<file path="src/logic/watchdog_pkg.sv">
`default_nettype none
package watchdog_pkg;

  // Register byte addresses
  localparam logic [31:0] addr_reload  = 32'hffff0360;
  localparam logic [31:0] addr_count   = 32'hffff0364;
  localparam logic [31:0] addr_control = 32'hffff0368;
  localparam logic [31:0] addr_refresh = 32'hffff036c;

  // Register widths and reset values
  localparam int          count_width     = 16;
  localparam int          control_width   = 9;
  localparam int          lfsr_width      = 8;
  localparam logic [15:0] reload_reset    = 16'h3bf8;
  localparam logic [15:0] count_reset     = 16'h3bf8;
  localparam logic [8:0]  control_reset   = 9'h000;
  localparam logic [7:0]  lfsr_reset      = 8'h00;

  // Control field positions
  localparam int ctl_halt_in_powerdown = 0;
  localparam int ctl_irq_instead       = 1;
  localparam int ctl_prescale_lo       = 2;
  localparam int ctl_prescale_hi       = 3;
  localparam int ctl_secure            = 4;
  localparam int ctl_watchdog          = 5;
  localparam int ctl_periodic          = 6;
  localparam int ctl_enable            = 7;
  localparam int ctl_count_up          = 8;

  // Prescale codes and division limits (terminal count = division - 1)
  localparam logic [1:0] presc_div1   = 2'h0;
  localparam logic [1:0] presc_div16  = 2'h1;
  localparam logic [1:0] presc_div256 = 2'h2;
  localparam logic [7:0] limit_div1   = 8'h00;
  localparam logic [7:0] limit_div16  = 8'h0f;
  localparam logic [7:0] limit_div256 = 8'hff;

  // Galois taps of x^8 + x^6 + x^5 + x + 1
  localparam logic [7:0] lfsr_taps = 8'h63;

  // Counter landmarks
  localparam logic [15:0] count_zero = 16'h0000;
  localparam logic [15:0] count_full = 16'hffff;

  // Length of the core reset request, in sys_clk cycles
  localparam int reset_hold_cycles = 4;

endpackage : watchdog_pkg
`default_nettype wire

</file>
<file path="src/logic/watchdog_timer_secure_refresh.sv">
// Added by the designer: register access over Avalon-MM.
`timescale 1ns/100ps
`default_nettype none

// Summary of operation
// - Control bit 5 enters watchdog operation
// - Watchdog counts down from reload to zero
// - Divide-by-256 and full reload give 512 s
// - Expiry resets core, or interrupts if bit1
// - Refresh write reloads counter, new period
// - Watchdog locks reload and control until power-on
// - Other resets leave configuration and count running
// - Counter halts while debug holds the core
// - Bit 0 halts counter in peripheral power-down
// - Bit 8 selects up, else down
// - Bit 7 enables the counter
// - Bit 6 selects periodic, else free-running
// - Bits 3:2 select the oscillator prescaler
// - Bit 4 enables secure refresh values
// - Expected values from 8-bit LFSR
// - Seed written first, matches advance LFSR
// - Mismatched secure refresh resets immediately
// - Zero seed always forces a reset
// - LFSR state is never readable
// - Seed 0xaa gives 0xaa, 0x37, 0x6e, 0xdc
// - Outside watchdog, refresh write clears interrupt
// - Counter ticks from 32.768 kHz oscillator
module watchdog_timer_secure_refresh #(
  parameter int reset_hold = watchdog_pkg::reset_hold_cycles
) (
  input  wire logic        sys_clk,
  input  wire logic        rst,
  input  wire logic [31:0] address,
  input  wire logic        read,
  input  wire logic        write,
  input  wire logic [31:0] writedata,
  input  wire logic [3:0]  byteenable,
  output var  logic [31:0] readdata,
  output logic             waitrequest,
  input  wire logic        osc_32k,
  input  wire logic        debug_halt,
  input  wire logic        peripheral_powerdown,
  output var  logic        timer_irq,
  output var  logic        core_reset_req
);

  logic [15:0] watchdog_reload;
  logic [15:0] watchdog_count;
  logic [8:0]  watchdog_control;
  logic [7:0]  lfsr;
  logic [7:0]  next_lfsr;
  logic [7:0]  prescale_count;
  logic [7:0]  prescale_limit;
  logic [2:0]  osc_sync;
  logic [1:0]  debug_sync;
  logic        ack;
  logic        bus_write;
  logic        sel_reload;
  logic        sel_count;
  logic        sel_control;
  logic        sel_refresh;
  logic        refresh_write;
  logic        osc_tick;
  logic        halted;
  logic        running;
  logic        count_tick;
  logic        at_terminal;
  logic        terminal_event;
  logic        watchdog_on;
  logic        watchdog_start;
  logic        secure_on;
  logic        refresh_match;
  logic        refresh_reload;
  logic        refresh_fault;
  logic        expiry_reset;
  logic        expiry_irq;
  logic        reset_event;
  logic [7:0]  reset_timer;

  assign watchdog_on = watchdog_control[watchdog_pkg::ctl_watchdog];
  assign secure_on   = watchdog_on && watchdog_control[watchdog_pkg::ctl_secure];
  // entry into watchdog loads the reload value
  assign watchdog_start = bus_write && sel_control && !watchdog_on && byteenable[0] && writedata[watchdog_pkg::ctl_watchdog];

  // Bus decode
  assign sel_reload  = (address == watchdog_pkg::addr_reload);
  assign sel_count   = (address == watchdog_pkg::addr_count);
  assign sel_control = (address == watchdog_pkg::addr_control);
  assign sel_refresh = (address == watchdog_pkg::addr_refresh);

  // Every access is answered one cycle after it is presented
  assign waitrequest   = (read || write) && !ack;
  assign bus_write     = write && ack;
  assign refresh_write = bus_write && sel_refresh;

  always_ff @(posedge sys_clk or posedge rst)
  begin
    if (rst)
    begin
      ack <= 1'b0;
    end
    else
    begin
      ack <= (read || write) && !ack;
    end
  end

  // Read data; unmapped and write-only addresses read as zero
  // refresh reads zero
  always_ff @(posedge sys_clk or posedge rst)
  begin
    if (rst)
    begin
      readdata <= 32'h0000_0000;
    end
    else if (read && !ack)
    begin
      readdata <= 32'h0000_0000;
      if (sel_reload)
      begin
        readdata[15:0] <= watchdog_reload;
      end
      else if (sel_count)
      begin
        readdata[15:0] <= watchdog_count;
      end
      else if (sel_control)
      begin
        readdata[8:0] <= watchdog_control;
      end
    end
  end

  // Reload register
  always_ff @(posedge sys_clk or posedge rst)
  begin
    if (rst)
    begin
      watchdog_reload <= watchdog_pkg::reload_reset;
    end
    else if (bus_write && sel_reload && !watchdog_on)
    begin
      if (byteenable[0])
      begin
        watchdog_reload[7:0] <= writedata[7:0];
      end
      if (byteenable[1])
      begin
        watchdog_reload[15:8] <= writedata[15:8];
      end
    end
  end

  // Control register; only the power-on reset clears the lock
  always_ff @(posedge sys_clk or posedge rst)
  begin
    if (rst)
    begin
      watchdog_control <= watchdog_pkg::control_reset;
    end
    else if (bus_write && sel_control && !watchdog_on)
    begin
      if (byteenable[0])
      begin
        watchdog_control[7:0] <= writedata[7:0];
      end
      if (byteenable[1])
      begin
        watchdog_control[8] <= writedata[8];
      end
    end
  end

  // Oscillator pin synchroniser; stage 0 feeds only stage 1
  always_ff @(posedge sys_clk or posedge rst)
  begin
    if (rst)
    begin
      osc_sync <= 3'h0;
    end
    else
    begin
      osc_sync <= {osc_sync[1:0], osc_32k};
    end
  end

  assign osc_tick = osc_sync[1] && !osc_sync[2];

  always_ff @(posedge sys_clk or posedge rst)
  begin
    if (rst)
    begin
      debug_sync <= 2'h0;
    end
    else
    begin
      debug_sync <= {debug_sync[0], debug_halt};
    end
  end

  assign halted = debug_sync[1] ||
                  (peripheral_powerdown && watchdog_control[watchdog_pkg::ctl_halt_in_powerdown]);

  assign running = !halted && (watchdog_on || watchdog_control[watchdog_pkg::ctl_enable]);

  always_comb
  begin
    unique case (watchdog_control[watchdog_pkg::ctl_prescale_hi:watchdog_pkg::ctl_prescale_lo])
      watchdog_pkg::presc_div16:  prescale_limit = watchdog_pkg::limit_div16;
      watchdog_pkg::presc_div256: prescale_limit = watchdog_pkg::limit_div256;
      default:                    prescale_limit = watchdog_pkg::limit_div1;
    endcase
  end

  always_ff @(posedge sys_clk or posedge rst)
  begin
    if (rst)
    begin
      prescale_count <= 8'h00;
    end
    else if (!running)
    begin
      prescale_count <= prescale_count;
    end
    else if (osc_tick)
    begin
      if (prescale_count >= prescale_limit)
      begin
        prescale_count <= 8'h00;
      end
      else
      begin
        prescale_count <= prescale_count + 8'h01;
      end
    end
  end

  assign count_tick = running && osc_tick && (prescale_count >= prescale_limit);

  // terminal value depends on direction; watchdog always down
  assign at_terminal = (watchdog_control[watchdog_pkg::ctl_count_up] && !watchdog_on) ?
                       (watchdog_count == watchdog_pkg::count_full) :
                       (watchdog_count == watchdog_pkg::count_zero);
  assign terminal_event = count_tick && at_terminal;

  assign expiry_reset = terminal_event && watchdog_on && !watchdog_control[watchdog_pkg::ctl_irq_instead];
  assign expiry_irq   = terminal_event && (!watchdog_on || watchdog_control[watchdog_pkg::ctl_irq_instead]);

  // Galois step of the expected-value register
  assign next_lfsr = {lfsr[6:0], 1'b0} ^ (lfsr[7] ? watchdog_pkg::lfsr_taps : 8'h00);

  assign refresh_match = (lfsr != watchdog_pkg::lfsr_reset) && (writedata[7:0] == lfsr);

  assign refresh_reload = refresh_write && (!secure_on || refresh_match);
  assign refresh_fault  = refresh_write && secure_on && !refresh_match;

  // Counter; untouched by the core reset it requests
  always_ff @(posedge sys_clk or posedge rst)
  begin
    if (rst)
    begin
      watchdog_count <= watchdog_pkg::count_reset;
    end
    else if (refresh_reload || watchdog_start)
    begin
      watchdog_count <= watchdog_reload;
    end
    else if (count_tick)
    begin
      if (at_terminal && (watchdog_on || watchdog_control[watchdog_pkg::ctl_periodic]))
      begin
        watchdog_count <= watchdog_reload;
      end
      else if (watchdog_control[watchdog_pkg::ctl_count_up] && !watchdog_on)
      begin
        watchdog_count <= watchdog_count + 16'h0001;
      end
      else
      begin
        watchdog_count <= watchdog_count - 16'h0001;
      end
    end
  end

  // Expected refresh value
  always_ff @(posedge sys_clk or posedge rst)
  begin
    if (rst)
    begin
      lfsr <= watchdog_pkg::lfsr_reset;
    end
    else if (refresh_write && !watchdog_on)
    begin
      lfsr <= writedata[7:0];
    end
    else if (refresh_reload && secure_on)
    begin
      lfsr <= next_lfsr;
    end
  end

  // Pending interrupt; a new event wins over a clear in the same cycle
  always_ff @(posedge sys_clk or posedge rst)
  begin
    if (rst)
    begin
      timer_irq <= 1'b0;
    end
    else if (expiry_irq)
    begin
      timer_irq <= 1'b1;
    end
    else if (refresh_write && !watchdog_on)
    begin
      timer_irq <= 1'b0;
    end
  end

  assign reset_event = expiry_reset || refresh_fault;

  // Core reset request, stretched to a fixed length
  // configuration and counter are not reset by it
  always_ff @(posedge sys_clk or posedge rst)
  begin
    if (rst)
    begin
      reset_timer <= 8'h00;
    end
    else if (reset_event)
    begin
      reset_timer <= 8'(reset_hold);
    end
    else if (reset_timer != 8'h00)
    begin
      reset_timer <= reset_timer - 8'h01;
    end
  end

  always_ff @(posedge sys_clk or posedge rst)
  begin
    if (rst)
    begin
      core_reset_req <= 1'b0;
    end
    else
    begin
      core_reset_req <= reset_event || (reset_timer > 8'h01);
    end
  end

endmodule : watchdog_timer_secure_refresh
`default_nettype wire

</file>
<file path="config.mk">
export PLATFORM = sky130hd
export DESIGN_NAME = watchdog_timer_secure_refresh
export DESIGN_NICKNAME = d
export VERILOG_FILES = /design/src/logic/watchdog_pkg.sv /design/src/logic/watchdog_timer_secure_refresh.sv
export SDC_FILE = /design/constraint.sdc
export NUM_CORES = 1
export LEC_CHECK = 0
export BUFFER_PORTS_ARGS = -buffer_cell sky130_fd_sc_hd__buf_2
export CORE_ASPECT_RATIO = 1.75
export CORE_UTILIZATION = 50
export DETAILED_ROUTE_END_ITERATION = 6
export HOLD_SLACK_MARGIN = 0.05
export PLACE_DENSITY = 0.85
export SLEW_MARGIN = 30
export SYNTH_ARGS = -nofsm -noshare
export SYNTH_HDL_FRONTEND = slang
export SYNTH_SLANG_ARGS = --single-unit
</file>
<file path="constraint.sdc">
create_clock -name sys_clk -period 5.4 [get_ports sys_clk]
set_clock_uncertainty 0.2 [all_clocks]
set_input_delay 1.08 -clock sys_clk [delete_from_list [all_inputs] [get_ports sys_clk]]
set_output_delay 1.08 -clock sys_clk [all_outputs]
set_load 0.02 [all_outputs]
</file>
==> out/metrics.csv <==
stage,metric,value,unit
power,power.density,226.5,mW/mm^2
synth,synth-edff-count,0,
synth,ys_types,61,
worst_setup_path,critPathKind,reg -> reg,
sta,finalHoldViolCount,0,
finish,regArea,0.002252,mm^2
clock_tree,ctsHtreeMaxLevel,3,
synth,synth_compound_area_frac,0.1282,
flow_run,maxCapViolCount,0,
clock_tree,cts_setup_buffers,0,
synth,synth-simple-area-share,0.1601,
sta,rsz0062_at_grt,false,
power,p_clk_frac,0.458,
floorplanning,die_h,139.0,um
sta,setup_viol,0,
power,combPwrFrac,0.053,
finish,utilization,0.5854,
worst_hold_path,min_path_cells,0,
placed_design,port_buffers,75,
floorplanning,dieArea,0.01115,mm^2
route,final_antenna_net_count,0,
placed_design,globalplace.congestion,0.9390,
sta,max_clock_freq,262.9,MHz
floorplanning,start_util,0.5173,
worst_setup_path,end_kind,flop,
outcome,status,"finished, final reports clean",
sta,layout_worst_path_cycle_share,0.7044,
worst_setup_path,critPathMaxFanout,18,
global_route,grt_first_pass_wirelength,19930,um
route,wl_per_cell,16.62,um
floorplanning,core_area,0.01036,mm^2
route,wl_met1,4741,um
clock_tree,clk_latency,0.35,ns
synth,synth_area,0.005360,mm^2
finish,antenna_cells,0,
synth,ys_ff_latch,89,
power,switchingPower,0.0003187,W
sta,slew_headroom,0.4625,
synth,synth_top_family_by_area,simple AND/OR/NAND/NOR gates,
finish,area_delta_synth_final,13.17,%
finish,fin_nets,707,
finish,final_area,0.006066,mm^2
clock_tree,cts_buffer_depth,2,
clock_tree,holdBufCountCts,0,
global_route,antenna_found_initial,0,
route,routed_via_density,5.869,
route,vias,4343,
floorplanning,die_w,80.27,um
floorplanning,fp-row-count,49,
worst_setup_path,critical_path_required,5.47,ns
route,dr.first_iter.drc_count,305,
clock_tree,cts-root-buf,clkbuf_16,
global_route,grt-ovfl-total,0,
worst_hold_path,hp-class,reg -> reg,
synth,synthArstFlopShare,1.000,
power,internal-power,0.001055,W
clock_tree,clock-sinks,89,
finish,fill_cells,861,
clock_tree,clk_pin_slew,0.07,ns
route,drt-total-wl,12300,um
synth,ys.flop_type,dfrtp_1,
synth,ys_seq_area_frac,0.4202,
route,met3_length,572,um
floorplanning,pin_count,110,
synth,synth_xor_xnor_area_share,0.05556,
global_route,grt_max_degree,59,
finish,multi_input_area,0.002904,mm^2
synth,synth-adder-area-share,0.05742,
worst_setup_path,r2r_cells,10,
global_route,first_global_vias,4388,
worst_setup_path,cp-start-kind,flop,
route,dr.pass1.iters,5,
synth,muxShareOfSynthArea,0.1277,
synth,yosys_warnings,0,
route,drcViolationCount,0,
sta,slew_violations,0,
synth,avgSynthCellArea,9.926,um^2
global_route,grt_use_total,0.2319,
sta,finalWorstPathRequiredPeriod,3.804,ns
worst_setup_path,crit_arrival,3.87,ns
power,p_leak,2.818,nW
power,max-vdd-ir-drop,0.1830,mV
clock_tree,cts_tree,built,
power,pwr-share-seq,0.489,
power,switching_share,0.2320,
finish,layout-drive-gt1-share,0.2594,
sta,final.setup.tns,0,ns
clock_tree,cts-buffers-inserted,9,
placed_design,dp_hpwl,9215,um
sta,worstMarginPinSlew,0.8027,ns
clock_tree,cts-resized-gates,0,
synth,synth_cells,540,
placed_design,place_area,0.005761,mm^2
route,met2_length,6397,um
route,maxUsedRoutingLayer,met4,
path summary, 6_finish.rpt:
path	start	end	slack, ns
worst max-delay path	watchdog_control[5]$_DFFE_PP0N_	watchdog_count[15]$_DFFE_PP0P_	1.60
worst min-delay path	debug_sync[0]$_DFF_PP0_	debug_sync[1]$_DFF_PP0_	0.15
worst max register to register	watchdog_control[5]$_DFFE_PP0N_	watchdog_count[15]$_DFFE_PP0P_	1.60
worst min register to register	debug_sync[0]$_DFF_PP0_	debug_sync[1]$_DFF_PP0_	0.15
max in group asynchronous	rst	watchdog_reload[12]$_DFFE_PP1P_	3.44
min in group asynchronous	rst	reset_timer[7]$_DFFE_PP0P_	0.64
stage by stage:
step                      worst slack [ns]  hold slack [ns]   power, W  instances
after floorplan                      1.846           0.1312  0.0007324        555
after global placement               1.570           0.1332  0.0007545        724
after detailed placement             1.510           0.1365  0.0007567        724
after CTS                            1.633           0.1520   0.001376        740
after global routing                 1.472           0.1602   0.001414        740
final                                1.596           0.1550   0.001374        740
cell usage after synthesis (all sizes together), types with 15 or more instances:
cell / count / area share
o31ai: 19 / 0.027
mux2i: 38 / 0.071
dfstp: 20 / 0.098
xor2: 15 / 0.025
buf: 25 / 0.033
nand2: 41 / 0.030
nor2: 61 / 0.043
o21ai: 15 / 0.014
dfrtp: 69 / 0.32
ha: 23 / 0.054
mux2: 27 / 0.057
xnor2: 19 / 0.031
a21oi: 40 / 0.037
nand4: 15 / 0.018
area by class of cell:
type | count | area share
Clock buffer | 10 | 0.03775
Inverter | 14 | 0.009076
Timing Repair Buffer | 78 | 0.06559
Sequential cell | 89 | 0.3713
Multi-Input combinational cell | 416 | 0.4788
Tap cell | 127 | 0.02620
Clock inverter | 6 | 0.01134
worst max-delay path, stage by stage (launching register included):
cell	delay, ns
dfrtp_1	0.50
nand2b_1	0.59
ha_1	0.59
o21ai_0	0.15
o21a_1	0.24
o311ai_2	0.41
a21oi_1	0.12
o31ai_1	0.30
xor2_1	0.19
mux2_2	0.36
o211ai_1	0.08
power groups by stage:
stage / sequential [W] / combinational (W) / clock [W]
detailed placement: 0.000683 / 0.0000733 / 0
global route: 0.000672 / 0.0000821 / 0.000660
global placement: 0.000683 / 0.0000713 / 0
finish: 0.000672 / 0.0000732 / 0.000629
floorplan: 0.000683 / 0.0000494 / 0
CTS: 0.000672 / 0.0000735 / 0.000631
state kept, by name, indices dropped and copies added (netlist names):
| name | flops |
|---|---|
| ack | 1 |
| watchdog_control | 9 |
| watchdog_count | 16 |
| debug_sync | 2 |
| lfsr | 8 |
| prescale_count | 8 |
| reset_timer | 8 |
| osc_sync | 3 |
| watchdog_reload | 16 |
| core_reset_req | 1 |
| timer_irq | 1 |
| readdata | 16 |
kinds of logic after synthesis:
group / count (synthesis)
simple gates: 171
flops: 89
other cells: 1
buf+inv: 50
fa+ha+maj: 24
mux: 65
compound gates: 106
xor+xnor: 34
metal layers:
| layer | vias to the layer above | track usage |
|---|---|---|
| li1 | 2061 | - |
| met1 | 2059 | 0.2539 |
| met2 | 181 | 0.4049 |
| met3 | 42 | 0.04013 |
| met4 | 0 | 0.1419 |
| met5 | - | 0 |
placed cells by master, fill, tap and decap left out, types with 16 or more instances in the layout:
cell type / instances
nor2_1: 61
dfrtp_1: 69
o31ai_1: 19
ha_1: 23
mux2i_1: 38
conb_1: 16
mux2_2: 27
xnor2_1: 19
nand2_1: 40
buf_2: 75
a21oi_1: 40
dfstp_2: 20
Note: power is estimated with default switching activity, not from simulation.
